**src/pmux_cfg.svh**
```systemverilog
// register map, field positions, reset values and selection codes of the output mux
`ifndef PMUX_CFG_SVH
`define PMUX_CFG_SVH

// register indices; byte address is four times the index
`define PMUX_IDX_IO_CFG 12'h170
`define PMUX_IDX_GPIO_SEL 12'h172
`define PMUX_IDX_STATUS 12'h174

// io_output_config fields
`define PMUX_CLK_SEL_MSB 12
`define PMUX_CLK_SEL_LSB 8
`define PMUX_CLK_DIS_BIT 6
`define PMUX_IMP_MSB 4
`define PMUX_IMP_LSB 0

// gpio_source_select fields
`define PMUX_G1_MSB 7
`define PMUX_G1_LSB 4
`define PMUX_G0_MSB 3
`define PMUX_G0_LSB 0

// reset values
`define PMUX_CLK_SEL_RST 5'h0c
`define PMUX_CLK_DIS_RST 1'b0
`define PMUX_GSEL_RST 4'h0

// clock source codes
`define PMUX_CLK_RX_BASE 5'h00
`define PMUX_CLK_RXDIV_BASE 5'h04
`define PMUX_CLK_TX_BASE 5'h08
`define PMUX_CLK_REF 5'h0c
`define PMUX_DIV_RATIO 3'h5
`define PMUX_DIV_HIGH 3'h2

// gpio source codes
`define PMUX_G_DEFAULT 4'h0
`define PMUX_G_TX_SFD 4'h1
`define PMUX_G_RX_SFD 4'h2
`define PMUX_G_WAKE 4'h3
`define PMUX_G_ENERGY 4'h4
`define PMUX_G_LED3 4'h6
`define PMUX_G_PRBS 4'h7
`define PMUX_G_LOW 4'h8
`define PMUX_G_HIGH 4'h9

// positions in the synchronised event vector
`define PMUX_EVT_RX_ER 0
`define PMUX_EVT_COL 1
`define PMUX_EVT_LED3 2
`define PMUX_EVT_PRBS 3
`define PMUX_EVT_ENERGY 4
`define PMUX_EVT_WAKE 5
`define PMUX_EVT_RX_SFD 6
`define PMUX_EVT_TX_SFD 7
`define PMUX_EVT_SPD_LSB 8
`define PMUX_EVT_SPD_MSB 9
`define PMUX_NEVT 10

// link speed codes
`define PMUX_SPEED_100 2'h1
`define PMUX_SPEED_1000 2'h2

`endif

```
**src/pmux_pkg.sv**
```systemverilog
// types shared by the output mux modules
package pmux_pkg;

  typedef enum logic {
    PMUX_APB_IDLE,
    PMUX_APB_RESP
  } pmux_apb_t;

  typedef struct packed {
    logic [4:0] clk_sel;
    logic clk_dis;
    logic [4:0] imp;
    logic [3:0] g1_sel;
    logic [3:0] g0_sel;
    logic [4:0] clk_sel_act;
    logic clk_dis_act;
    logic [3:0] g1_act;
    logic [3:0] g0_act;
    logic ref_div;
    logic clk_out;
    logic gpio0;
    logic gpio1;
    logic [4:0] imp_out;
    pmux_apb_t apb;
    logic pready;
    logic pslverr;
    logic [31:0] prdata;
  } pmux_top_st_t;

endpackage : pmux_pkg

```
**src/pmux_sig_if.sv**
```systemverilog
// synchronised source signals passed between the mux sub-blocks
`timescale 1ns/1ps
interface pmux_sig_if #(
  parameter int NCH = 4,
  parameter int NEVT = 10
);
  logic [NCH-1:0] rx_clk_s;
  logic [NCH-1:0] tx_clk_s;
  logic [NCH-1:0] rx_div;
  logic [NEVT-1:0] evt_s;

  modport sync_src (output rx_clk_s, output tx_clk_s, output evt_s);
  modport div_side (input rx_clk_s, output rx_div);
  modport core (input rx_clk_s, input tx_clk_s, input rx_div, input evt_s);
endinterface : pmux_sig_if

```
**src/pmux_sync.sv**
```systemverilog
// two-flop synchronisers for every source coming from another domain
`timescale 1ns/1ps
module pmux_sync #(
  parameter int NCH = 4,
  parameter int NEVT = 10
) (
  input wire logic ref_clk,
  input wire logic rst_n,
  input wire logic [NCH-1:0] rx_raw,
  input wire logic [NCH-1:0] tx_raw,
  input wire logic [NEVT-1:0] evt_raw,
  pmux_sig_if.sync_src sig
);
  localparam int W = 2 * NCH + NEVT;

  typedef struct packed {
    logic [W-1:0] s1;
    logic [W-1:0] s2;
  } pmux_sync_st_t;

  pmux_sync_st_t q;
  pmux_sync_st_t d;

  // first stage feeds only the second stage
  always_comb begin
    d = q;
    if (!rst_n) begin
      d.s1 = '0;
      d.s2 = '0;
    end else begin
      d.s1 = {evt_raw, tx_raw, rx_raw};
      d.s2 = q.s1;
    end
  end

  always_ff @(posedge ref_clk) begin
    q <= d;
  end

  assign sig.rx_clk_s = q.s2[NCH-1:0];
  assign sig.tx_clk_s = q.s2[2*NCH-1:NCH];
  assign sig.evt_s = q.s2[W-1:2*NCH];
endmodule : pmux_sync

```
**src/pmux_div5.sv**
```systemverilog
// divide-by-five of each synchronised receive clock, edge counted on ref_clk
`timescale 1ns/1ps
`include "pmux_cfg.svh"
module pmux_div5 #(
  parameter int NCH = 4
) (
  input wire logic ref_clk,
  input wire logic rst_n,
  pmux_sig_if.div_side sig
);
  typedef struct packed {
    logic [NCH-1:0][2:0] cnt;
    logic [NCH-1:0] prev;
    logic [NCH-1:0] out;
  } pmux_div_st_t;

  pmux_div_st_t q;
  pmux_div_st_t d;

  // duty is two fifths high; an odd ratio cannot be symmetric on edges alone
  always_comb begin
    d = q;
    if (!rst_n) begin
      d.cnt = '0;
      d.prev = '0;
      d.out = '0;
    end else begin
      d.prev = sig.rx_clk_s;
      for (int i = 0; i < NCH; i++) begin
        if (sig.rx_clk_s[i] && !q.prev[i]) begin
          if (q.cnt[i] == `PMUX_DIV_RATIO - 3'h1) begin
            d.cnt[i] = 3'h0;
          end else begin
            d.cnt[i] = q.cnt[i] + 3'h1;
          end
          d.out[i] = (d.cnt[i] < `PMUX_DIV_HIGH);
        end
      end
    end
  end

  always_ff @(posedge ref_clk) begin
    q <= d;
  end

  assign sig.rx_div = q.out;
endmodule : pmux_div5

```
**src/pmux_top.sv**
```systemverilog
// clock output and gpio source mux with impedance trim, registers over apb
//
// Contract
// the clock source field at bits 12:8 resets to 01100, which puts the reference clock on the pin.
// codes 01000 to 01011 put the transmit clock of channel A, B, C or D on the clock pin.
// codes 00100 to 00111 put the receive clock of channel A to D, divided by five, on the pin.
// codes 00000 to 00011 put the undivided receive clock of channel A to D on the pin.
// clock codes 01101 to 11111 are reserved and software does not program them.
// bit 6 set stops the clock pin, and its reset value 0 lets the chosen clock through.
// the five-bit impedance field at bits 4:0 sets MAC output impedance, 11111 lowest.
// the impedance field loads the factory trim code at reset, not a fixed constant.
// gpio selectors sit at bits 7:4 and 3:0, with 1001 constant high and 1000 constant low.
// selector 0111 gives the test-pattern error or loss of sync, 0110 the third LED signal.
// selector 0100 gives energy detect, valid only at 1000 or 100 megabit speed.
// selector 0011 gives wake packet detect, 0010 the rx frame timestamp, 0001 the tx one.
// pin one's selector resets to 0000, which drives the collision signal.
// pin zero's selector resets to 0000, which drives the receive error signal.
// gpio codes 0101 and 1010 to 1111 are reserved and software does not program them.
// a selector change reaches its pin without a reset, after a stage into the pin domain.
`timescale 1ns/1ps
`include "pmux_cfg.svh"
module pmux_top #(
  parameter int NCH = 4
) (
  input wire logic ref_clk,
  input wire logic rst_n,
  input wire logic [11:0] paddr,
  input wire logic psel,
  input wire logic penable,
  input wire logic pwrite,
  input wire logic [31:0] pwdata,
  input wire logic [3:0] pstrb,
  output logic [31:0] prdata,
  output logic pready,
  output logic pslverr,
  input wire logic [NCH-1:0] rx_clk,
  input wire logic [NCH-1:0] tx_clk,
  input wire logic rx_er,
  input wire logic col,
  input wire logic third_led_indicator,
  input wire logic prbs_err,
  input wire logic energy_det,
  input wire logic wake_packet_detect,
  input wire logic rx_sfd,
  input wire logic tx_sfd,
  input wire logic [1:0] link_speed,
  input wire logic [4:0] trim_code,
  output logic clk_out,
  output logic gpio0,
  output logic gpio1,
  output logic [4:0] mac_imp
);

  pmux_sig_if #(.NCH(NCH), .NEVT(`PMUX_NEVT)) sig ();

  logic [`PMUX_NEVT-1:0] evt_raw;

  // gather the event pins in a fixed order for the synchroniser
  assign evt_raw[`PMUX_EVT_RX_ER] = rx_er;
  assign evt_raw[`PMUX_EVT_COL] = col;
  assign evt_raw[`PMUX_EVT_LED3] = third_led_indicator;
  assign evt_raw[`PMUX_EVT_PRBS] = prbs_err;
  assign evt_raw[`PMUX_EVT_ENERGY] = energy_det;
  assign evt_raw[`PMUX_EVT_WAKE] = wake_packet_detect;
  assign evt_raw[`PMUX_EVT_RX_SFD] = rx_sfd;
  assign evt_raw[`PMUX_EVT_TX_SFD] = tx_sfd;
  assign evt_raw[`PMUX_EVT_SPD_MSB:`PMUX_EVT_SPD_LSB] = link_speed;

  // every source crosses two flops before the mux looks at it
  pmux_sync #(.NCH(NCH), .NEVT(`PMUX_NEVT)) u_sync (
    .ref_clk(ref_clk),
    .rst_n(rst_n),
    .rx_raw(rx_clk),
    .tx_raw(tx_clk),
    .evt_raw(evt_raw),
    .sig(sig.sync_src)
  );

  // divided receive clocks for the divide-by-five codes
  pmux_div5 #(.NCH(NCH)) u_div (
    .ref_clk(ref_clk),
    .rst_n(rst_n),
    .sig(sig.div_side)
  );

  // byte address of a register index
  function automatic logic [11:0] idx_addr(input logic [11:0] idx);
    idx_addr = {idx[9:0], 2'h0};
  endfunction : idx_addr

  // merge a 16-bit register with the two low byte lanes of a write
  function automatic logic [15:0] lane_merge(
    input logic [15:0] old,
    input logic [31:0] wdata,
    input logic [3:0] strb
  );
    lane_merge = old;
    if (strb[0]) begin
      lane_merge[7:0] = wdata[7:0];
    end
    if (strb[1]) begin
      lane_merge[15:8] = wdata[15:8];
    end
  endfunction : lane_merge

  // energy detect only means something at 100 or 1000 megabit
  function automatic logic speed_ok(input logic [1:0] spd);
    speed_ok = (spd == `PMUX_SPEED_100) || (spd == `PMUX_SPEED_1000);
  endfunction : speed_ok

  // gpio source codes, the same table for both pins
  //   0000 the pin's own signal: receive error on pin zero, collision on pin one
  //   0001 tx frame timestamp, 0010 rx frame timestamp, 0011 wake packet
  //   0100 energy detect, forced low at speeds other than 100 or 1000
  //   0110 third led signal, 0111 test-pattern error or loss of sync
  //   1000 constant low, 1001 constant high
  //   0101 and 1010 to 1111 reserved, pin held low so it never floats
  // an event pulse narrower than one ref_clk period may be missed
  // one gpio source; dflt is the pin's own code-0000 signal
  function automatic logic gpio_pick(
    input logic [3:0] code,
    input logic dflt,
    input logic [`PMUX_NEVT-1:0] ev
  );
    logic [1:0] spd;
    spd = ev[`PMUX_EVT_SPD_MSB:`PMUX_EVT_SPD_LSB];
    case (code)
      `PMUX_G_DEFAULT: gpio_pick = dflt;
      `PMUX_G_TX_SFD: gpio_pick = ev[`PMUX_EVT_TX_SFD];
      `PMUX_G_RX_SFD: gpio_pick = ev[`PMUX_EVT_RX_SFD];
      `PMUX_G_WAKE: gpio_pick = ev[`PMUX_EVT_WAKE];
      `PMUX_G_ENERGY: gpio_pick = ev[`PMUX_EVT_ENERGY] && speed_ok(spd);
      `PMUX_G_LED3: gpio_pick = ev[`PMUX_EVT_LED3];
      `PMUX_G_PRBS: gpio_pick = ev[`PMUX_EVT_PRBS];
      `PMUX_G_LOW: gpio_pick = 1'b0;
      `PMUX_G_HIGH: gpio_pick = 1'b1;
      default: gpio_pick = 1'b0;
    endcase
  endfunction : gpio_pick

  // clock source codes
  //   00000 to 00011 receive clock of channel a to d, undivided
  //   00100 to 00111 receive clock of channel a to d, divided by five
  //   01000 to 01011 transmit clock of channel a to d
  //   01100 reference clock, half of ref_clk
  //   01101 to 11111 reserved, pin held low
  // the two low code bits pick the channel in every group, so one
  // decode of bits 4:2 serves all three channel groups
  // clock pin source; reserved codes park the pin low
  function automatic logic clk_pick(
    input logic [4:0] code,
    input logic [NCH-1:0] rxs,
    input logic [NCH-1:0] rxd,
    input logic [NCH-1:0] txs,
    input logic refc
  );
    logic [1:0] ch;
    ch = code[1:0];
    clk_pick = 1'b0;
    if (code == `PMUX_CLK_REF) begin
      clk_pick = refc;
    end else if (code[4:2] == `PMUX_CLK_TX_BASE >> 2) begin
      clk_pick = txs[ch];
    end else if (code[4:2] == `PMUX_CLK_RXDIV_BASE >> 2) begin
      clk_pick = rxd[ch];
    end else if (code[4:2] == `PMUX_CLK_RX_BASE >> 2) begin
      clk_pick = rxs[ch];
    end else begin
      clk_pick = 1'b0;
    end
  endfunction : clk_pick

  // register map, one aligned 32-bit word each, data in bits 15:0
  // 0x5c0 io_output_config
  //   12:8 clock source code, resets to the reference clock code
  //   6 clock pin stop, resets to 0 so the clock runs
  //   4:0 mac impedance code, loads the trim input while in reset
  // 0x5c8 gpio_source_select
  //   7:4 pin one source, resets to collision
  //   3:0 pin zero source, resets to receive error
  // 0x5d0 status view, read only; writes are answered and dropped
  //   0 clock pin, 1 gpio0, 2 gpio1, 3 speed lets energy detect through
  //   8:4 clock source code now driving the pin
  // other bits read zero and ignore writes
  // any other address answers with pslverr and reads zero
  // only byte lanes 0 and 1 of a write count
  // a write with no strobe bit set changes nothing
  // register images as software sees them; reserved bits read zero
  function automatic logic [15:0] io_image(input pmux_pkg::pmux_top_st_t s);
    io_image = 16'h0000;
    io_image[`PMUX_CLK_SEL_MSB:`PMUX_CLK_SEL_LSB] = s.clk_sel;
    io_image[`PMUX_CLK_DIS_BIT] = s.clk_dis;
    io_image[`PMUX_IMP_MSB:`PMUX_IMP_LSB] = s.imp;
  endfunction : io_image

  function automatic logic [15:0] gpio_image(input pmux_pkg::pmux_top_st_t s);
    gpio_image = 16'h0000;
    gpio_image[`PMUX_G1_MSB:`PMUX_G1_LSB] = s.g1_sel;
    gpio_image[`PMUX_G0_MSB:`PMUX_G0_LSB] = s.g0_sel;
  endfunction : gpio_image

  // read-only view of what the pins are doing right now
  function automatic logic [15:0] status_image(
    input pmux_pkg::pmux_top_st_t s,
    input logic spd_valid
  );
    status_image = 16'h0000;
    status_image[0] = s.clk_out;
    status_image[1] = s.gpio0;
    status_image[2] = s.gpio1;
    status_image[3] = spd_valid;
    status_image[8:4] = s.clk_sel_act;
  endfunction : status_image

  pmux_pkg::pmux_top_st_t q;
  pmux_pkg::pmux_top_st_t d;

  logic hit_io;
  logic hit_gpio;
  logic hit_stat;
  logic access;
  logic [15:0] io_new;
  logic [15:0] gpio_new;

  // address decode, shared by read and write paths
  assign hit_io = (paddr == idx_addr(`PMUX_IDX_IO_CFG));
  assign hit_gpio = (paddr == idx_addr(`PMUX_IDX_GPIO_SEL));
  assign hit_stat = (paddr == idx_addr(`PMUX_IDX_STATUS));
  assign access = psel && penable;
  assign io_new = lane_merge(io_image(q), pwdata, pstrb);
  assign gpio_new = lane_merge(gpio_image(q), pwdata, pstrb);

  // bus timing, in ref_clk edges from the first access cycle
  //   edge 1: access seen while idle, answer and read data latched
  //   edge 2: pready stands for this cycle; a write lands here
  //   idle again after edge 2, so a new setup may follow at once
  // pin timing after a write lands
  //   next edge: staged copies of the selectors take the new code
  //   edge after that: the pin shows the new source
  // the staging stage keeps the pin mux off the bus decode path and
  // lets every selector change reach its pin on the same edge
  // source timing: two synchroniser edges plus the output flop,
  // and one more for the divided receive clocks
  // next state: apb slave with one wait state, staging of selectors, pin muxes
  always_comb begin
    d = q;
    if (!rst_n) begin
      d.clk_sel = `PMUX_CLK_SEL_RST;
      d.clk_dis = `PMUX_CLK_DIS_RST;
      d.imp = trim_code;
      d.g1_sel = `PMUX_GSEL_RST;
      d.g0_sel = `PMUX_GSEL_RST;
      d.clk_sel_act = `PMUX_CLK_SEL_RST;
      d.clk_dis_act = `PMUX_CLK_DIS_RST;
      d.g1_act = `PMUX_GSEL_RST;
      d.g0_act = `PMUX_GSEL_RST;
      d.ref_div = 1'b0;
      d.clk_out = 1'b0;
      d.gpio0 = 1'b0;
      d.gpio1 = 1'b0;
      d.imp_out = trim_code;
      d.apb = pmux_pkg::PMUX_APB_IDLE;
      d.pready = 1'b0;
      d.pslverr = 1'b0;
      d.prdata = 32'h0000_0000;
    end else begin
      // reference clock at half of ref_clk, locked to the crystal input
      d.ref_div = !q.ref_div;

      case (q.apb)
        pmux_pkg::PMUX_APB_IDLE: begin
          d.pready = 1'b0;
          if (access) begin
            // answer prepared now, presented on the next cycle
            d.apb = pmux_pkg::PMUX_APB_RESP;
            d.pready = 1'b1;
            d.pslverr = !(hit_io || hit_gpio || hit_stat);
            if (hit_io) begin
              d.prdata = {16'h0000, io_image(q)};
            end else if (hit_gpio) begin
              d.prdata = {16'h0000, gpio_image(q)};
            end else if (hit_stat) begin
              d.prdata = {16'h0000, status_image(q, speed_ok(
                sig.evt_s[`PMUX_EVT_SPD_MSB:`PMUX_EVT_SPD_LSB]))};
            end else begin
              d.prdata = 32'h0000_0000;
            end
          end
        end
        pmux_pkg::PMUX_APB_RESP: begin
          // the write lands at the edge that sees pready high
          d.apb = pmux_pkg::PMUX_APB_IDLE;
          d.pready = 1'b0;
          d.pslverr = 1'b0;
          d.prdata = 32'h0000_0000;
          if (access && pwrite && hit_io) begin
            d.clk_sel = io_new[`PMUX_CLK_SEL_MSB:`PMUX_CLK_SEL_LSB];
            d.clk_dis = io_new[`PMUX_CLK_DIS_BIT];
            d.imp = io_new[`PMUX_IMP_MSB:`PMUX_IMP_LSB];
          end
          if (access && pwrite && hit_gpio) begin
            d.g1_sel = gpio_new[`PMUX_G1_MSB:`PMUX_G1_LSB];
            d.g0_sel = gpio_new[`PMUX_G0_MSB:`PMUX_G0_LSB];
          end
        end
        default: begin
          d.apb = pmux_pkg::PMUX_APB_IDLE;
          d.pready = 1'b0;
        end
      endcase

      // selections move into the pin stage one cycle after the write
      d.clk_sel_act = q.clk_sel;
      d.clk_dis_act = q.clk_dis;
      d.g1_act = q.g1_sel;
      d.g0_act = q.g0_sel;
      d.imp_out = q.imp;

      // disable parks the pin low rather than floating it
      if (q.clk_dis_act) begin
        d.clk_out = 1'b0;
      end else begin
        d.clk_out = clk_pick(q.clk_sel_act, sig.rx_clk_s, sig.rx_div,
                             sig.tx_clk_s, q.ref_div);
      end

      d.gpio0 = gpio_pick(q.g0_act, sig.evt_s[`PMUX_EVT_RX_ER], sig.evt_s);
      d.gpio1 = gpio_pick(q.g1_act, sig.evt_s[`PMUX_EVT_COL], sig.evt_s);
    end
  end

  // single state register of the block
  always_ff @(posedge ref_clk) begin
    q <= d;
  end

  // outputs come straight from the state register
  assign prdata = q.prdata;
  assign pready = q.pready;
  assign pslverr = q.pslverr;
  assign clk_out = q.clk_out;
  assign gpio0 = q.gpio0;
  assign gpio1 = q.gpio1;
  assign mac_imp = q.imp_out;

  // limitation: clock sources are sampled on ref_clk, so they must run
  // well below half of ref_clk to reach the pin with their shape intact

endmodule : pmux_top

```
**config.mk**
```make
export PLATFORM = sky130hd
export DESIGN_NAME = pmux_top
export DESIGN_NICKNAME = d
export VERILOG_FILES = /design/src/pmux_pkg.sv /design/src/pmux_sig_if.sv /design/src/pmux_sync.sv /design/src/pmux_div5.sv /design/src/pmux_top.sv
export VERILOG_INCLUDE_DIRS = /design/src
export SDC_FILE = /design/constraint.sdc
export NUM_CORES = 1
export LEC_CHECK = 0
export ABC_CLOCK_PERIOD_IN_PS = 4150
export BUFFER_PORTS_ARGS = -buffer_cell sky130_fd_sc_hd__buf_2
export CAP_MARGIN = 20
export CORE_MARGIN = 5
export CORE_UTILIZATION = 43
export CTS_CLUSTER_SIZE = 28
export DETAILED_ROUTE_END_ITERATION = 10
export GPL_TIMING_DRIVEN = 0
export HOLD_SLACK_MARGIN = 0.1
export PLACE_DENSITY = 0.77
export REMOVE_ABC_BUFFERS = 1
export SLEW_MARGIN = 20
export SYNTH_ARGS = -nofsm -noshare
export SYNTH_HDL_FRONTEND = slang
export SYNTH_SLANG_ARGS = --single-unit
```
**constraint.sdc**
```tcl
create_clock -name ref_clk -period 4.15 [get_ports ref_clk]
set_clock_uncertainty 0.2 [all_clocks]
set_input_delay 0.2075 -clock ref_clk [delete_from_list [all_inputs] [get_ports ref_clk]]
set_output_delay 0.2075 -clock ref_clk [all_outputs]
set_load 0.05 [all_outputs]
```
==> impl_metrics.py <==
metrics = {
    "floorplanning": {
        "die_h_um": 113,
        "core_mm2": 0.0103,
        "ios": 118,
        "fp.dieW_um": 113,
        "floorplan.initialDensity": 0.441,
        "die-area_mm2": 0.0127,
        "rows": 37,
    },
    "placement": {
        "port_buffers": 77,
        "place_hpwl_um": 6840,
        "gp_congestion": 0.830,
    },
    "synthesis": {
        "synth_area_per_cell_um2": 9.49,
        "synth_area_mm2": 0.00455,
        "synthCells": 480,
        "synth_edf_count": 5,
        "synth_flop_cell": "dfxtp_1",
        "ys_seq_area_frac": 0.508,
        "ys_async_sr_fraction": 0,
        "synth-seq-cells": 113,
        "yosysWarnings": 0,
        "synth.distinct_cells": 49,
    },
    "sta": {
        "worstMarginPinSlew_ns": 0.904,
        "fmax_mhz": 335,
        "hold_violations": 0,
        "slew_viol_final": 0,
        "finalSetupTns_ns": 0,
        "max_slew_margin": 0.391,
        "finalCritPeriodShare": 0.719,
        "setup_violations": 0,
        "rsz0062_at_grt": "no",
        "period_needed_ns": 2.98,
    },
    "routing": {
        "vias": 3627,
        "drtIter0Drc": 221,
        "drt-total-wl_um": 10500,
        "routed_via_density": 4.86,
        "ant_nets": 0,
        "drcViolationCount": 0,
        "wl_per_cell_um": 14.1,
        "drt_first_pass_iters": 4,
    },
    "power": {
        "power_switching_mw": 0.623,
        "p_leak_nw": 2.70,
        "ir_drop_mv": 0.193,
        "pwr-share-comb": 0.077,
        "p_seq_frac": 0.405,
        "p_clk_frac": 0.518,
        "p_int_mw": 2.20,
        "swShare": 0.221,
        "power_density_mw_per_mm2": 466,
    },
    "clocking": {
        "clk_path_buf_depth": 2,
        "worstSkewPairLatency_ns": 0.51,
        "numCtsBuffers": 17,
        "numClockSinks": 113,
        "cts_tree": "built",
        "cts_resized": 0,
        "cts-root-buf": "clkbuf_8",
        "htreeDepth": 4,
        "path_clk_slew_ns": 0.06,
    },
    "final_layout": {
        "area_delta_synth_final_pct": 32.9,
        "final_nets": 682,
        "final_util": 0.586,
        "layout-drive-gt1-share": 0.208,
        "antennaDiodeCount": 0,
    },
    "global_routing": {
        "grt_max_degree": 81,
        "grt_usage": 0.168,
        "overflow": 0,
        "antenna_found_initial": 0,
        "grt_pass1_wl_um": 17200,
        "grt_pass1_vias": 3613,
    },
    "setup_path": {
        "critPathSlowestCell": "dlygate4sd3_1",
        "path_max_fanout": 4,
        "cp_top_family": "buffers and inverters",
        "crit_path_start_kind": "primary input",
        "max_stage_delay_ns": 0.63,
        "crit_arrival_ns": 3.23,
        "rr_worst_depth": 5,
        "critPathCaptureType": "flip-flop",
        "crit_buf_inv": 5,
        "path_depth": 9,
        "crit_required_ns": 4.39,
        "path_class": "in2reg",
        "cp_cell_sequence": "dlygate4sd3_1 -> buf_2 -> nor2_1 -> dlygate4sd3_1 -> and4_2 -> dlygate4sd3_1 -> nand3_1 -> dlygate4sd3_1 -> a21oi_1",
        "path_common_cell": "dlygate4sd3_1",
    },
    "hold_path": {
        "hold_class": "in2reg",
        "min_path_cells": 5,
    },
    "flow_run": {
        "maxCapViolations": 0,
    },
    "status": {
        "outcome": "completed",
    },
}
==> cell type report <==
cell class,instances,area [um^2]
clock inverters,8,93.8
fillers,861,4270
inverters,27,101
flip-flops and latches,113,2310
clock buffers,24,523
multi-input cells,300,1850
repair buffers,139,1010
well taps,136,170
==> placed cells by master, fill, tap and decap left out, types with 3 or more instances in the layout <==
cell,n
a22oi_1,8
mux2i_1,26
inv_1,26
edfxtp_1,5
buf_2,76
or3_1,3
clkinv_2,4
and2_1,42
a211oi_1,3
ha_1,8
dfxtp_1,108
o21ai_1,4
nor2b_1,5
nand3_1,10
o221ai_1,4
nor2_1,28
nand2_1,61
clkbuf_16,18
conb_1,19
nand4_1,4
mux2_2,4
clkbuf_8,5
o21ai_0,12
dlygate4sd3_1,61
nand2b_1,9
o21ai_2,5
a21oi_1,15
==> power by group through the flow <==
stage                     clock [mW]  combinational [mW]  sequential (mW)
after floorplan                    0              0.0983             1.18
after global placement             0               0.175             1.16
after detailed placement           0               0.181             1.16
after CTS                       1.48               0.216             1.14
after global routing            1.54               0.236             1.14
final                           1.46               0.217             1.14
==> path summary, 6_finish.rpt <==
| check | start | to | slack, ns |
|---|---|---|---|
| min | paddr[1] | prdata[6] | 0.15 |
| max | paddr[0] | prdata[10] | 1.17 |
| min reg2reg | q[43] | q[43] | 0.21 |
| max reg2reg | q[34] | q[71] | 1.44 |
==> Yosys cell counts, drive strengths merged, types with 5 or more instances <==
library cell / count / area, um^2
dfxtp: 108 / 2160
nand2: 61 / 229
and2: 42 / 263
buf: 42 / 307
nor2: 29 / 116
inv: 26 / 97.6
mux2i: 26 / 260
o21ai: 21 / 124
clkbuf: 16 / 60.1
a21oi: 15 / 75.1
nand3: 11 / 60.1
nand2b: 9 / 56.3
a22oi: 8 / 60.1
ha: 8 / 100
edfxtp: 5 / 150
nor2b: 5 / 31.3
==> metrics by stage <==
stage / cells / hold slack [ns] / instance area [um^2] / power [mW] / worst slack (ns)
after CTS: 746 / 0.128 / 6040 / 2.83 / 1.20
after floorplan: 440 / 0.0981 / 4250 / 1.28 / 1.68
after global routing: 747 / 0.183 / 6050 / 2.92 / 1.07
after detailed placement: 654 / 0.200 / 4820 / 1.34 / 0.905
after global placement: 653 / 0.195 / 4810 / 1.34 / 1.02
final: 747 / 0.147 / 6050 / 2.82 / 1.17
==> repair_timing <==
item | 4_1_cts | 5_1_grt
hold endpoints to repair | 57 | 2
buffers inserted | 0 | 0
hold buffers | 60 | 1
==> flip-flops by register name (all words and copies together) (netlist names) <==
name                 cells
q                       35
u_sync.q                18
u_div.q                 16
prdata                  13
u_sync.sig.evt_s        10
mac_imp                  5
u_div.sig.rx_div         4
u_sync.sig.rx_clk_s      4
u_sync.sig.tx_clk_s      4
clk_out                  1
gpio0                    1
gpio1                    1
pslverr                  1
==> cells by family after synthesis <==
family | Yosys count | synth area share
AOI/OAI and AO/OA | 66 | 0.0945
xor gates and xnor gates | 1 | 0.00192
adders and majority gates | 8 | 0.0220
buffers and inverters | 85 | 0.103
DFF | 113 | 0.508
muxes | 31 | 0.0720
other | 1 | 0.000824
and+or+nand+nor | 175 | 0.198
==> layer usage <==
layer	vias up	GRT usage	part of all wire
li1	1780	-	-
met1	1712	0.196	0.41
met2	120	0.295	0.52
met3	15	0.0540	0.060
met4	0	0.0513	0.016
met5	-	0	0
==> worst register-to-register path: cells and delay by family, from the launching register on <==
family	cells	cell delay (ns)
buffers and inverters	2	1.25
and+or+nand+nor	1	0.28
DFF	1	0.55
AOI/OAI and AO/OA	2	0.32
(Power assumes the default switching activity.)
